$ cat config.mk
export PLATFORM = sky130hd
export DESIGN_NAME = lcsi_top
export DESIGN_NICKNAME = d
export VERILOG_FILES = /design/src/hdl/lcsi_pkg.sv /design/src/hdl/lcsi_chan.sv /design/src/hdl/lcsi_sync.sv /design/src/hdl/lcsi_top.sv
export SDC_FILE = /design/constraint.sdc
export NUM_CORES = 1
export LEC_CHECK = 0
export ABC_AREA = 1
export BUFFER_PORTS_ARGS = -buffer_cell sky130_fd_sc_hd__buf_2
export CAP_MARGIN = 40
export CORE_MARGIN = 4
export CORE_UTILIZATION = 54
export CTS_CLUSTER_DIAMETER = 150
export DETAILED_ROUTE_END_ITERATION = 10
export PLACE_DENSITY = 0.76
export RECOVER_POWER = 100
export SETUP_SLACK_MARGIN = 0.3
export SYNTH_ARGS = -nofsm -noshare
export SYNTH_HDL_FRONTEND = slang
export SYNTH_HIERARCHICAL = 1
export SYNTH_SLANG_ARGS = --single-unit
$ cat constraint.sdc
create_clock -name clk_sys -period 2.6 [get_ports clk_sys]
set_input_delay 0.39 -clock clk_sys [delete_from_list [all_inputs] [get_ports clk_sys]]
set_output_delay 0.39 -clock clk_sys [all_outputs]
set_load 0.1 [all_outputs]
$ cat src/hdl/lcsi_pkg.sv
// Constants and types for the per-channel source interrupt logic.
// Assumes an 8-bit register port with a 6-bit byte address.
package lcsi_pkg;
  // Sizes
  localparam int NUM_CH = 3;
  localparam int ADDR_W = 6;
  localparam int DATA_W = 8;
  localparam int SRC_W  = 4;

  // Bus and source vector types
  typedef logic [ADDR_W-1:0] lcsi_addr_t;
  typedef logic [DATA_W-1:0] lcsi_data_t;
  typedef logic [SRC_W-1:0]  lcsi_src_t;
  typedef lcsi_addr_t        lcsi_ofs_t [NUM_CH];

  // Register offsets, index is the channel
  localparam lcsi_ofs_t EN_OFS = '{6'h01, 6'h09, 6'h11};
  localparam lcsi_ofs_t ST_OFS = '{6'h02, 6'h0A, 6'h12};

  // Source bit positions, shared by enable and status
  localparam int BIT_FIFO   = 3;
  localparam int BIT_UNLOCK = 2;
  localparam int BIT_ABSENT = 1;
  localparam int BIT_DRIVE  = 0;

  // Reset values
  localparam lcsi_src_t  EN_RST   = 4'h0;
  localparam lcsi_src_t  ST_RST   = 4'h0;
  localparam lcsi_data_t RD_IDLE  = 8'h00;
  localparam lcsi_src_t  UPPER_0  = 4'h0;
endpackage

$ cat src/hdl/lcsi_chan.sv
// One channel: enable bits, change detect, clear-on-read flags.
// Assumes synchronised condition levels and one-cycle strobes.
`timescale 1ns/1ps
module lcsi_chan
  import lcsi_pkg::*;
(
  // Clock and reset
  input  wire logic      clk_sys,
  input  wire logic      rst_n,
  // Condition levels, already synchronised
  input  wire lcsi_src_t cond,
  // Register strobes for this channel
  input  wire logic      en_wr,
  input  wire lcsi_src_t en_wdata,
  input  wire logic      st_rd,
  // State seen by the top: register values, change and request
  output      lcsi_src_t en_reg,
  output      lcsi_src_t st_reg,
  output      lcsi_src_t chg,
  output      logic      irq_next
);
  lcsi_src_t prev_reg;  // Condition one cycle ago

  // Previous level for change detection
  always_ff @(posedge clk_sys or negedge rst_n) begin
    if (!rst_n) begin
      prev_reg <= EN_RST;
    end else begin
      prev_reg <= cond;
    end
  end

  // Declare and clear both count as a change
  assign chg = cond ^ prev_reg;

  // Enable bits, host written
  always_ff @(posedge clk_sys or negedge rst_n) begin
    if (!rst_n) begin
      en_reg <= EN_RST;
    end else if (en_wr) begin
      en_reg <= en_wdata;
    end
  end

  // Sticky flags; a change in the read cycle survives the clear
  always_ff @(posedge clk_sys or negedge rst_n) begin
    if (!rst_n) begin
      st_reg <= ST_RST;
    end else if (st_rd) begin
      st_reg <= chg;
    end else begin
      st_reg <= st_reg | chg;
    end
  end

  // Request from enabled flags, next-cycle view
  always_comb begin
    irq_next = |(en_reg & st_reg);
  end
endmodule

$ cat src/hdl/lcsi_sync.sv
// Two-stage synchroniser for a vector of detector levels.
// Assumes each bit is a slow level; no bus coherence is needed.
`timescale 1ns/1ps
module lcsi_sync #(
  parameter int WIDTH = 12
) (
  // Clock and reset
  clk_sys,
  rst_n,
  // Levels
  d_async,
  q_sync
);
  input  wire logic             clk_sys;
  input  wire logic             rst_n;
  input  wire logic [WIDTH-1:0] d_async;
  output      logic [WIDTH-1:0] q_sync;

  logic [WIDTH-1:0] meta_reg;  // First stage, read only by second

  // Two flip-flops before any logic looks at the level
  always_ff @(posedge clk_sys or negedge rst_n) begin
    if (!rst_n) begin
      meta_reg <= '0;
      q_sync   <= '0;
    end else begin
      meta_reg <= d_async;
      q_sync   <= meta_reg;
    end
  end
endmodule

$ cat src/hdl/lcsi_top.sv
// Top of the source-level interrupt logic for three channels.
// Assumes the register port master of the device's host interface
// and detector levels that may come from other clock domains.
//
// Local design decision: the address-and-strobe port.
`timescale 1ns/1ps
module lcsi_top
  import lcsi_pkg::*;
(
  // Clock and reset
  input  wire logic              clk_sys,
  input  wire logic              rst_n,
  // Register port
  input  wire lcsi_addr_t        reg_addr,
  input  wire lcsi_data_t        reg_wdata,
  input  wire logic              reg_wr,
  input  wire logic              reg_rd,
  output      lcsi_data_t        reg_rdata_reg,
  // Detector levels, one bit per channel
  input  wire logic [NUM_CH-1:0] fifo_limit_alarm,
  input  wire logic [NUM_CH-1:0] clock_recovery_unlock,
  input  wire logic [NUM_CH-1:0] signal_absent_defect,
  input  wire logic [NUM_CH-1:0] drive_monitor_output,
  // Requests toward block-level aggregation
  output      logic [NUM_CH-1:0] src_irq_reg
);

  // Enable register hit for a channel
  function automatic logic en_hit(input lcsi_addr_t a,
                                  input int ch);
    en_hit = (a == EN_OFS[ch]);
  endfunction

  // Status register hit for a channel
  function automatic logic st_hit(input lcsi_addr_t a,
                                  input int ch);
    st_hit = (a == ST_OFS[ch]);
  endfunction

  // Any mapped register hit, used to judge unmapped reads
  function automatic logic any_hit(input lcsi_addr_t a);
    any_hit = 1'b0;
    for (int c = 0; c < NUM_CH; c++) begin
      // Either register of this channel
      if (en_hit(a, c) || st_hit(a, c)) begin
        any_hit = 1'b1;
      end
    end
  endfunction

  // Packed condition vectors, channel-major
  logic [NUM_CH*SRC_W-1:0] cond_raw;   // From detector pins
  logic [NUM_CH*SRC_W-1:0] cond_sync;  // After two flops

  // Per-channel state from the channel slices
  lcsi_src_t en_q   [NUM_CH];  // Enable bits
  lcsi_src_t st_q   [NUM_CH];  // Sticky flags
  lcsi_src_t chg_q  [NUM_CH];  // Change this cycle
  logic      irq_d  [NUM_CH];  // Request next value
  logic      en_wr  [NUM_CH];  // Enable write strobe
  logic      st_rd  [NUM_CH];  // Status read strobe

  // Read data next value
  lcsi_data_t rd_next;

  // Gather detector pins into source positions
  genvar g;
  generate
    for (g = 0; g < NUM_CH; g++) begin : g_pack
      // FIFO limit alarm on bit 3
      assign cond_raw[g*SRC_W+BIT_FIFO]   = fifo_limit_alarm[g];
      // Clock recovery unlock on bit 2
      assign cond_raw[g*SRC_W+BIT_UNLOCK] = clock_recovery_unlock[g];
      // Signal absent defect on bit 1
      assign cond_raw[g*SRC_W+BIT_ABSENT] = signal_absent_defect[g];
      // Drive monitor output on bit 0
      assign cond_raw[g*SRC_W+BIT_DRIVE]  = drive_monitor_output[g];
    end
  endgenerate

  // Detector levels cross into the register clock
  lcsi_sync #(
    .WIDTH (NUM_CH*SRC_W)
  ) u_sync (
    .clk_sys (clk_sys),
    .rst_n   (rst_n),
    .d_async (cond_raw),
    .q_sync  (cond_sync)
  );

  // One slice per channel
  generate
    for (g = 0; g < NUM_CH; g++) begin : g_chan
      // Decode strobes for this channel
      assign en_wr[g] = reg_wr && en_hit(reg_addr, g);
      assign st_rd[g] = reg_rd && st_hit(reg_addr, g);

      lcsi_chan u_chan (
        .clk_sys  (clk_sys),
        .rst_n    (rst_n),
        .cond     (cond_sync[g*SRC_W +: SRC_W]),
        .en_wr    (en_wr[g]),
        .en_wdata (reg_wdata[SRC_W-1:0]),
        .st_rd    (st_rd[g]),
        .en_reg   (en_q[g]),
        .st_reg   (st_q[g]),
        .chg      (chg_q[g]),
        .irq_next (irq_d[g])
      );
    end
  endgenerate

  // Read mux; unmapped and idle cycles give zero
  always_comb begin
    rd_next = RD_IDLE;
    if (reg_rd) begin
      for (int c = 0; c < NUM_CH; c++) begin
        // Enable register, upper nibble zero
        if (en_hit(reg_addr, c)) begin
          rd_next = {UPPER_0, en_q[c]};
        end
        // Status register, value before the clear
        if (st_hit(reg_addr, c)) begin
          rd_next = {UPPER_0, st_q[c]};
        end
      end
    end
  end

  // Read data stands only in the cycle after the strobe
  always_ff @(posedge clk_sys or negedge rst_n) begin
    if (!rst_n) begin
      reg_rdata_reg <= RD_IDLE;
    end else begin
      reg_rdata_reg <= rd_next;
    end
  end

  // Request outputs, registered per channel
  always_ff @(posedge clk_sys or negedge rst_n) begin
    if (!rst_n) begin
      src_irq_reg <= '0;
    end else begin
      for (int c = 0; c < NUM_CH; c++) begin
        src_irq_reg[c] <= irq_d[c];
      end
    end
  end

  // Per-channel checks
  generate
    for (g = 0; g < NUM_CH; g++) begin : g_chk

    end
  endgenerate
endmodule

## Word-level counts from Yosys, hierarchy flattened

Index checks and enable logic that the tools add are counted.

- $add $sub $neg: 0
- Multipliers: 0
- Div/mod/pow operators: 0
- $lt $le $gt $ge: 0
- Eq/ne operators: 6
- Shift-type cells: 0
- Muxes and demuxes: 10
- Bitwise logic cells: 9
- Reductions and logical operators: 9

Operator list:

| kind | count |
|---|---|
| 2-to-1 mux 8 bit | 6 |
| 2-to-1 mux 4 bit | 4 |
| bitwise AND 4 bit | 3 |
| == test 6 x 4 -> 1 bit, second input constant | 2 |
| == test 6 x 5 -> 1 bit, second input constant | 2 |
| OR 4 bit | 3 |
| OR reduction 4 bit | 3 |
| bitwise XOR 4 bit | 3 |
| == test 6 x 1 -> 1 bit, second input constant | 1 |
| == test 6 x 2 -> 1 bit, second input constant | 1 |
| logical AND 1 bit | 6 |

- Register bits after elaboration: 71
- Bits in latches: 0
- Bits in writable memories: 0
- Bits in read-only memories: 0
- Input port bits: 30
- Output and inout bits: 11
- Memories: 0

## Longest topological paths before layout

Gate-level depths: netlist of the first run.

- Depth after elaboration: 8
- Gate-level depth with buffers: 9
- Gate-level depth less buffers: 9

## Modules after synthesis

The synthesis of the first run kept the hierarchy.

By module, submodules not included:

| module | times used | cells each | area each (um^2) | seq. area each (um^2) |
|---|---|---|---|---|
| lcsi_chan | 3 | 62 | 498.0 | 300.3 |
| lcsi_sync | 1 | 24 | 600.6 | 600.6 |
| lcsi_top | 1 | 89 | 568.0 | 175.2 |

## Worst setup path before layout of the first run

No wires, ideal clock.

- Path type: input-to-reg
- From: input port reg_addr[2]
- To: register g_chan[2].u_chan.en_reg[0]
- Setup time: 148 ps
- Arrival: 1220 ps
- Required time: 2452 ps
- Slack: 1232 ps
- Stages: 4
- Buffers on the path: 0
- Path through: nor2_4 -> nand2_2 -> nor3_1 -> o21ai_0

RTL lines:

| what | RTL line | RTL |
|---|---|---|
| start, declared | lcsi_top.sv:14 | `input wire lcsi_addr_t reg_addr,` |
| end signal, assigned | lcsi_chan.sv:41 | `en_reg <= en_wdata;` |
| end, declared | lcsi_chan.sv:17 | `output lcsi_src_t en_reg,` |

## Worst setup path after layout of the first run

- From: register reg_rdata_reg[3]
- To: output port reg_rdata_reg[3]

RTL lines:

| what | RTL line | RTL |
|---|---|---|
| start, declared | lcsi_top.sv:18 | `output lcsi_data_t reg_rdata_reg,` |
| start signal, assigned | lcsi_top.sv:135 | `reg_rdata_reg <= rd_next;` |

No word-level cell between the ends.

==> summary.md, run 1 <==
| Metric | Value |
|---|---|
| Max Freq | `between 500 and 600 MHz` |
| VDD IR max | `between 0.4 and 0.5 mV` |
| CTS Buffer Depth | `2` |
| Critical path cell sequence | `clkbuf_1` |
| Num CTS Buffers | `9` |
| Final setup TNS | `0 ns` |
| Crit share post-route | `between 70 and 80%` |
| IO Count | `41` |
| I/O Buffers | `32` |
| Slowest CP cell | `clkbuf_1` |
| Startpoint Class | `flop` |
| Detailed-route via count | `1894` |
| DRT Pass-1 Iters | `4` |
| First-pass GRT wire length | `between 7 and 8 mm` |
| Layout cells sized above 1 | `11.9%` |
| Period minus WS final | `between 1.5 and 2 ns` |
| H-tree Lvls | `3` |
| Total inserted antenna cells | `0` |
| Filler Cell Count | `approximately 420` |
| Final Hold Vio Count | `0` |
| GRT Overall Usage | `16.2%` |
| Mapped Avg Cell Area | `approximately 9.1 um2` |
| Slew @ Worst Pin | `about 1.5 ns` |
| Commonest non-fill, non-tap cells in the layout | `nand2_1, dfrtp_1, inv_1` |
| CTS Hold Bufs | `0` |
| Drt total wl | `~4.2 mm` |
| Worst-path maximum fanout | `1` |
| GPL Wtd Cong | `roughly 0.84` |
| PD cells | `approximately 710 nW/um2` |
| Max Slew Vio Count | `68` |
| Detail Placement HPWL | `between 3 and 4 mm` |
| Post-CTS Setup Inserts | `0` |
| Core area | `4720 um2` |
| Area Overhead vs Synth | `14.6%` |
| Routed Antenna Nets | `0` |
| Overall power | `about 2.1 mW` |
| Status | `finished, violations left` |
| Worst path buffer plus inverter count | `1` |
| Row cnt | `25` |
| WP data arrival | `~1.5 ns` |
| Post-Syn Area | `2620 um2` |
| Vias per std cell | `4.71` |
| DRC | `0` |
| Most common cell after layout, fill and taps aside | `nand2_1` |
| Clk_lat worst skew | `~0.32 ns` |
| CP max stage delay | `approximately 0.86 ns` |
| Nets@finish | `between 300 and 400` |
| Max-Cap Viols | `1` |
| # resized after CTS | `0` |
| Die height | `approximately 78 um` |
| Failing checks | `capacitance limit, slew limit` |
| Mapped Cells | `287` |
| Synthesis warning total | `6` |
| Setup Skew | `~0.0085 ns` |
| Hold Path Class | `primary input to flop` |
| Initial core utilization | `55.4%` |
| Avg WL per Cell | `10.4 um` |
| Worst EP required | `around 2.2 ns` |
| TritonCTS clock tree | `yes` |
| Slew Limit Headroom | `-2.45%` |
| Critical path type | `flop to output port` |
| Static Leak | `around 1.6 nW` |
| Vias in the first global route | `around 1900` |
| Crit end category | `output port` |
| Pin count of the biggest net entering global routing | `just under 70` |
| Congestion Overflow GR | `0` |
| # setup viols final | `0` |
| CP top delay family | `buffers and inverters` |
| RSZ-0062 raised after global routing | `false` |
| Initial antenna violation count | `0` |
| Clk sink count | `67` |
| Die ar. | `6020 um2` |
| Chip Width | `~78 um` |
| Drt first-iter violations | `about 130` |
| Root buf cell | `clkbuf_8` |
| Clk slew on worst S/H paths | `0.07 ns` |
[power breakdown]
group	internal [mW]	switching, mW
Sequential	1.11	0.0446
Combinational	0.0527	0.137
Clock	0.440	0.356
Total	1.61	0.537
[stage by stage]
| stage | cell area, um2 | hold slack, ns | setup WS (ns) | util [%] | std cells |
|---|---|---|---|---|---|
| after floorplan | 2630 | 0.0944 | 1.23 | - | 290 |
| after detailed placement | 2850 | 0.335 | 0.728 | 60.3 | 386 |
| final | 3000 | 0.164 | 0.697 | 63.5 | 402 |
| after global placement | 2850 | 0.331 | 0.871 | 60.3 | 386 |
| after CTS | 3040 | 0.147 | 1.09 | 64.3 | 402 |
| after global routing | 3000 | 0.136 | 0.603 | 63.5 | 402 |
[final cells by class]
cell class	instances	area [um2]	area share, %
multi-input cells	162	686	22.9
well taps	67	83.8	2.80
flip-flops and latches	67	1680	55.9
repair buffers	33	154	5.13
clock buffers	11	131	4.38
inverters	57	214	7.13
clock inverters	5	53.8	1.79
[metal layers]
metal / track usage, % / vias to the layer above / wire (um) / part of all wire, %
li1: - / 947 / - / -
met1: 20.4 / 876 / 1910 / 46
met2: 24.2 / 59 / 1920 / 46
met3: 6.26 / 12 / 272 / 6.5
met4: 8.72 / 0 / 93 / 2.2
met5: 0 / - / 0 / 0
[final timing paths]
kind / endpoint / slack (ns) / startpoint / depth (start not counted)
setup / recovery: reg_rdata_reg[3] / 0.70 / reg_rdata_reg[3]$_DFF_PN0_ / 1
hold / removal: u_sync/meta_reg[6]$_DFF_PN0_ / 0.16 / clock_recovery_unlock[1] / 1
setup reg to reg: reg_rdata_reg[1]$_DFF_PN0_ / 1.64 / g_chan[1].u_chan/en_reg[1]$_DFFE_PN0P_ / 5
hold reg to reg: u_sync/q_sync[3]$_DFF_PN0_ / 0.35 / u_sync/meta_reg[3]$_DFF_PN0_ / 0
max in group asynchronous: u_sync/q_sync[3]$_DFF_PN0_ / 1.15 / rst_n / 2
min in group asynchronous: g_chan[2].u_chan/en_reg[1]$_DFFE_PN0P_ / 0.52 / rst_n / 2
Power figures use the tool's default switching activity.
==> run 2, diff against run 1 <==
clock period = 1.9 ns   (was 2.6 ns; I/O delays follow)
==> run 2 against run 1 <==
The run now ends clean; via count is 2.1% higher; die area stayed put; non-clock buffer count is 3 higher; critical path depth is 8 higher; clock-buffer cell count stayed put; critical path type is now primary input to flop; clock power is 52% higher; sequential share of layout area is 1.3 points lower; largest power group unchanged; routed wire length is 11% higher; worst hold slack worse by 0.12 ns; highest routed layer unchanged.
==> summary.md, run 2 (synthesis gave the netlist of run 1 again) <==
| Metric | Value |
|---|---|
| RSZ-0062 raised after global routing | `false` |
| # setup viols final | `0` |
| Die height | `77.6 um` |
| Congestion Overflow GR | `0` |
| Detail Placement HPWL | `approximately 3.3 mm` |
| Most common cell after layout, fill and taps aside | `nand2_1` |
| Filler Cell Count | `400` |
| Startpoint Class | `primary input` |
| Pin count of the biggest net entering global routing | `27` |
| Commonest non-fill, non-tap cells in the layout | `nand2_1, dfrtp_1, inv_1` |
| Row cnt | `25` |
| Critical path cell sequence | `clkbuf_1, nor2_1, nand2_2, nor2_2, inv_1, nor2_1, inv_1, nand2_1, nand3_1` |
| Die ar. | `6020 um2` |
| Static Leak | `1.69 nW` |
| I/O Buffers | `32` |
| # resized after CTS | `0` |
| Comb power frac | `between 8 and 9%` |
| CP max stage delay | `between 0.5 and 0.6 ns` |
| Slew Limit Headroom | `56.3%` |
| Layout cells sized above 1 | `15.4%` |
| Max Slew Vio Count | `0` |
| VDD IR max | `0.554 mV` |
| Slew @ Worst Pin | `0.653 ns` |
| Worst Hold Path EP | `u_sync/meta_reg[9]$_DFF_PN0_` |
| DRT Pass-1 Iters | `4` |
| DRC | `0` |
| Sw Pwr | `786 uW` |
| Final Non-Filler Cells | `between 400 and 500` |
| Detailed-route via count | `just under 2000` |
| Drt first-iter violations | `approximately 170` |
| Crit end category | `flop` |
| Clk_lat worst skew | `0.34 ns` |
| PD cells | `999 nW/um2` |
| Placed instance area | `between 2000 and 3000 um2` |
| Internal power | `approximately 2.3 mW` |
| Reg-to-reg slack, setup | `between 0.9 and 1 ns` |
| Crit share post-route | `between 70% and 80%` |
| Placed cell count | `388` |
| Hold Path Class | `primary input to flop` |
| Slowest CP cell | `nor2_1` |
| Worst EP required | `about 2.1 ns` |
| Total inserted antenna cells | `0` |
| Final Hold Vio Count | `0` |
| First-pass GRT wire length | `8.18 mm` |
| Initial antenna violation count | `0` |
| Critical path type | `primary input to flop` |
| Clk sink count | `67` |
| Worst R2R Start | `g_chan[0].u_chan/st_reg[1]$_DFF_PN0_` |
| Reg2Reg Depth | `6` |
| Clk slew on worst S/H paths | `roughly 0.070 ns` |
| GRT Overall Usage | `between 15 and 20%` |
| IO Count | `41` |
| Max Freq | `between 600 and 700 MHz` |
| Num CTS Buffers | `9` |
| TritonCTS clock tree | `yes` |
| GPL Wtd Cong | `about 0.85` |
| Initial core utilization | `a little under three fifths` |
| Avg WL per Cell | `between 10 and 15 um` |
| CTS Buffer Depth | `2` |
| Chip Width | `77.6 um` |
| Capture point of the worst reg-to-reg path | `reg_rdata_reg[1]$_DFF_PN0_` |
| Clock power frac | `between 30 and 40%` |
| Nets@finish | `roughly 360` |
| Hold Crit Depth | `1` |
| Worst Hold Slack | `approximately 0.048 ns` |
| Worst-path maximum fanout | `10` |
| Vias in the first global route | `roughly 1900` |
| Routed Antenna Nets | `0` |
| Vias per std cell | `between 4 and 5` |
| Post-route design area | `about 3000 um2` |
| WP data arrival | `between 1.5 and 2 ns` |
| Core area | `approximately 4700 um2` |
| Sw Share | `25.6%` |
| Drt total wl | `about 4.7 mm` |
| Setup Skew | `0.00632 ns` |
| Final setup TNS | `0 ns` |
| Period minus WS final | `1.50 ns` |
| Root buf cell | `clkbuf_8` |
| Hold_sp | `signal_absent_defect[2]` |
| Max-Cap Viols | `0` |
| Status | `completed` |
| Seq pwr share | `between 50% and 60%` |
| Area Overhead vs Synth | `17.4%` |
| H-tree Lvls | `3` |
run 2: power groups by stage:
| stage | registers, mW | clock network (mW) | logic [mW] |
|---|---|---|---|
| floorplan | 1.62 | 0 | 0.156 |
| global placement | 1.61 | 0 | 0.270 |
| detailed placement | 1.61 | 0 | 0.278 |
| CTS | 1.58 | 1.24 | 0.282 |
| global route | 1.60 | 1.32 | 0.310 |
| finish | 1.58 | 1.21 | 0.272 |
run 2: routing by layer:
| layer | global-route usage [%] | vias to the layer above | routed length [um] |
|---|---|---|---|
| met5 | 0 | - | 0 |
| met4 | 6.05 | 0 | 63 |
| met3 | 7.77 | 8 | 334 |
| met2 | 28.2 | 57 | 2280 |
| met1 | 21.9 | 917 | 1990 |
| li1 | - | 952 | - |
run 2: critical path, delay by kind of cell:
| kind | cells | cell delay [ns] |
|---|---|---|
| simple gates | 6 | 1.09 |
| buf+inv | 3 | 0.33 |
run 2: worst max-delay path by stage:
| stage | start | endpoint | slack [ns] | depth (start not counted) |
|---|---|---|---|---|
| after floorplan | reg_addr[2] | g_chan[2].u_chan/en_reg[0]$_DFFE_PN0P_ | 0.64 | 4 |
| final | reg_addr[2] | g_chan[2].u_chan/st_reg[3]$_DFF_PN0_ | 0.40 | 9 |
| after detailed placement | reg_addr[1] | g_chan[1].u_chan/en_reg[3]$_DFFE_PN0P_ | 0.40 | 7 |
| after global placement | reg_addr[1] | g_chan[1].u_chan/en_reg[0]$_DFFE_PN0P_ | 0.44 | 7 |
| after global routing | reg_addr[1] | g_chan[1].u_chan/en_reg[2]$_DFFE_PN0P_ | 0.25 | 7 |
| after CTS | reg_rdata_reg[3]$_DFF_PN0_ | reg_rdata_reg[3] | 0.51 | 1 |
run 2: layout make-up:
type / count / area (um2) / area share, %
clock buffer: 11 / 151 / 4.93
clock inverter: 5 / 60.1 / 1.96
inverter: 57 / 214 / 6.97
multi-input combinational: 162 / 688 / 22.4
sequential: 67 / 1680 / 54.6
tap: 67 / 83.8 / 2.73
timing repair buffer: 36 / 198 / 6.44
run 2: per-stage QoR:
step | utilization, % | total power, mW | setup slack, ns
6_report | 65.0 | 3.07 | 0.405
5_1_grt | 65.0 | 3.23 | 0.251
4_1_cts | 65.9 | 3.11 | 0.509
3_5_place_dp | 61.2 | 1.89 | 0.398
3_3_place_gp | 61.2 | 1.88 | 0.442
2_1_floorplan | - | 1.78 | 0.637
run 2: what timing repair did:
item	4_1_cts	5_1_grt
hold buffers	1	0
hold endpoints to repair	20	0
setup buffers	0	0
==> run 3, diff against run 2 <==
ABC_AREA = 0   (was 1)
PLACE_DENSITY = 0.77   (was 0.76)
clock period = 1.5 ns   (was 1.9 ns; I/O delays follow)
==> run 3 against run 2 <==
First-iteration DRC count fell by 31%; cell count fell by 30%; clock skew rose by 0.0037 ns; cell area rose by 0.33%; clock power rose by 21%; register-to-register slack got worse by 0.49 ns; total power rose by 32%; global-route usage fell by 1.0 points; critical path type unchanged; highest routed layer unchanged.
==> summary.md, run 3 <==
| Metric | Value |
|---|---|
| Status | `completed` |
| Commonest non-fill, non-tap cells in the layout | `dfrtp_1, buf_2, a22oi_1, dlygate4sd3_1` |
| Clk slew on worst S/H paths | `approximately 0.070 ns` |
| Period minus WS final | `about 1.3 ns` |
| Synthesis warning total | `6` |
| Clk_lat worst skew | `about 0.33 ns` |
| Num CTS Buffers | `9` |
| Drt total wl | `between 4 and 5 mm` |
| Routed Antenna Nets | `0` |
| Row cnt | `24` |
| Max-Cap Viols | `0` |
| Most common cell after layout, fill and taps aside | `dfrtp_1` |
| Filler Cell Count | `307` |
| Netlist cell types | `30` |
| TritonCTS clock tree | `yes` |
| Congestion Overflow GR | `0` |
| Detail Placement HPWL | `roughly 2.8 mm` |
| Drt first-iter violations | `roughly 120` |
| Mapped Cells | `171` |
| Static Leak | `between 1 and 1.5 nW` |
| CTS Buffer Depth | `2` |
| Avg WL per Cell | `14.4 um` |
| GRT Overall Usage | `16.8%` |
| Total inserted antenna cells | `0` |
| Startpoint Class | `primary input` |
| Final setup TNS | `0 ns` |
| Crit share post-route | `between 80 and 90%` |
| EDFF count, synth | `0` |
| Final Hold Vio Count | `0` |
| Initial core utilization | `between 50% and 60%` |
| Sw Pwr | `approximately 1.1 mW` |
| Chip Width | `about 76 um` |
| Crit end category | `flop` |
| Vias in the first global route | `roughly 1500` |
| Reg-to-reg slack, setup | `0.44 ns` |
| Synth Flop Type | `dfrtp_1` |
| Clk sink count | `67` |
| Leading post-synthesis cells by cell area | `dfrtp_1, mux2_1, xor2_1` |
| I/O Buffers | `32` |
| Vias per std cell | `5.23` |
| Die ar. | `~5700 um2` |
| Detailed-route via count | `around 1500` |
| Post-CTS Setup Inserts | `0` |
| Post-Syn Area | `around 2500 um2` |
| Comb power frac | `approximately 14%` |
| Mapped Avg Cell Area | `between 10 and 15 um2` |
| PD cells | `around 1300 nW/um2` |
| Top-count cell post-synth | `dfrtp_1` |
| DRT Pass-1 Iters | `4` |
| Sw Share | `27.5%` |
| Async S/R FF share, synth | `100%` |
| Fin util | `between 70% and 80%` |
| Worst-path maximum fanout | `7` |
| GPL Wtd Cong | `0.811` |
| Hold Path Class | `primary input to flop` |
| Area Overhead vs Synth | `24.6%` |
| Worst Hold Slack | `~0.16 ns` |
| Initial antenna violation count | `0` |
| Seq pwr share | `just under 50%` |
| Core area | `around 4400 um2` |
| Pin count of the biggest net entering global routing | `between 60 and 70` |
| Nets@finish | `258` |
| RSZ-0062 raised after global routing | `false` |
| VDD IR max | `between 0.8 and 0.9 mV` |
| Setup Skew | `just over 0.01 ns` |
| IO Count | `a little over 40` |
| Max Slew Vio Count | `0` |
| # setup viols final | `0` |
| FF+latch count, synth | `67` |
| Clock power frac | `between 30 and 40%` |
| Max Freq | `roughly 780 MHz` |
| Critical path type | `primary input to flop` |
| Internal power | `2.93 mW` |
| Die height | `between 70 and 80 um` |
| Sequential cell area fraction in the yosys report | `~68%` |
| H-tree Lvls | `3` |
| Area share of the largest cell type after synthesis | `67.8%` |
| WP data arrival | `~1.5 ns` |
| Root buf cell | `clkbuf_8` |
| Layout cells sized above 1 | `roughly a quarter` |
| Worst EP required | `between 1.5 and 2 ns` |
| DRC | `0` |
| List of most frequent post-synthesis cells | `dfrtp_1, a22oi_1, a21o_1, mux2_1, xor2_1` |
| Leading area contributor after synthesis | `dfrtp_1` |
| First-pass GRT wire length | `6.83 mm` |
run 3: power groups by stage:
stage	combinational (mW)	sequential (mW)	clock (mW)
final	0.586	2.00	1.46
after detailed placement	0.546	2.03	0
after CTS	0.590	2.00	1.51
after floorplan	0.217	2.21	0
after global placement	0.537	2.02	0
after global routing	0.626	2.01	1.59
run 3: critical path, cell delays in order:
cell      delay, ns
buf_2          0.10
nor2_1         0.18
nand3b_1       0.25
nor2_1         0.38
mux2_1         0.36
run 3: what timing repair did:
| item | in CTS | in global routing |
|---|---|---|
| hold buffers | 13 | 0 |
| hold endpoints to repair | 79 | 0 |
| resized for setup | 7 | 6 |
| setup endpoints to repair | 7 | 6 |
run 3: final timing paths:
path	start	to	cells past startpoint
setup / recovery	reg_addr[5]	g_chan[1].u_chan/en_reg[0]$_DFFE_PN0P_	5
hold / removal	reg_wdata[3]	g_chan[2].u_chan/en_reg[3]$_DFFE_PN0P_	2
setup reg to reg	g_chan[0].u_chan/st_reg[1]$_DFF_PN0_	reg_rdata_reg[1]$_DFF_PN0_	3
min in group asynchronous	rst_n	g_chan[1].u_chan/st_reg[1]$_DFF_PN0_	3
max in group asynchronous	rst_n	g_chan[1].u_chan/en_reg[0]$_DFFE_PN0P_	3
hold reg to reg	u_sync/meta_reg[11]$_DFF_PN0_	u_sync/q_sync[11]$_DFF_PN0_	0
run 3: cell type report:
cell class                      count  area (um2)  share of cell area, %
Sequential cell                    67        1680                   54.4
Multi-Input combinational cell     96         747                   24.2
Timing Repair Buffer               50         375                   12.2
Clock buffer                       10         138                   4.47
Clock inverter                      6        65.1                   2.11
Tap cell                           52        65.1                   2.11
Inverter                            4        15.0                  0.487
run 3: per-layer routing:
metal / up-vias / GRT usage (%) / part of all wire (%)
met5: - / 0 / 0
met4: 0 / 8.16 / 1.1
met3: 5 / 6.33 / 7.5
met2: 50 / 24.4 / 47
met1: 721 / 22.5 / 44
li1: 714 / - / -
run 3: logic make-up (layout without fill, tap and decap cells):
| logic type | Yosys count | in the layout | share of synthesized area [%] |
|---|---|---|---|
| AO/OA/AOI/OAI | 42 | 42 | 12.8 |
| XOR/XNOR | 12 | 12 | 4.25 |
| buffers and inverters | 11 | 70 | 3.69 |
| flip-flops | 67 | 67 | 67.8 |
| multiplexers | 12 | 12 | 5.46 |
| other | 1 | 4 | 0.152 |
| AND/OR/NAND/NOR | 26 | 26 | 5.87 |
run 3: per-stage QoR:
step	power (mW)	instance area (um2)	cells	worst slack, ns
4_1_cts	4.09	3090	285	0.313
2_1_floorplan	2.43	2540	174	0.231
3_3_place_gp	2.56	2740	256	0.0719
6_report	4.05	3080	285	0.211
3_5_place_dp	2.58	2740	256	0.0601
5_1_grt	4.23	3080	285	0.159
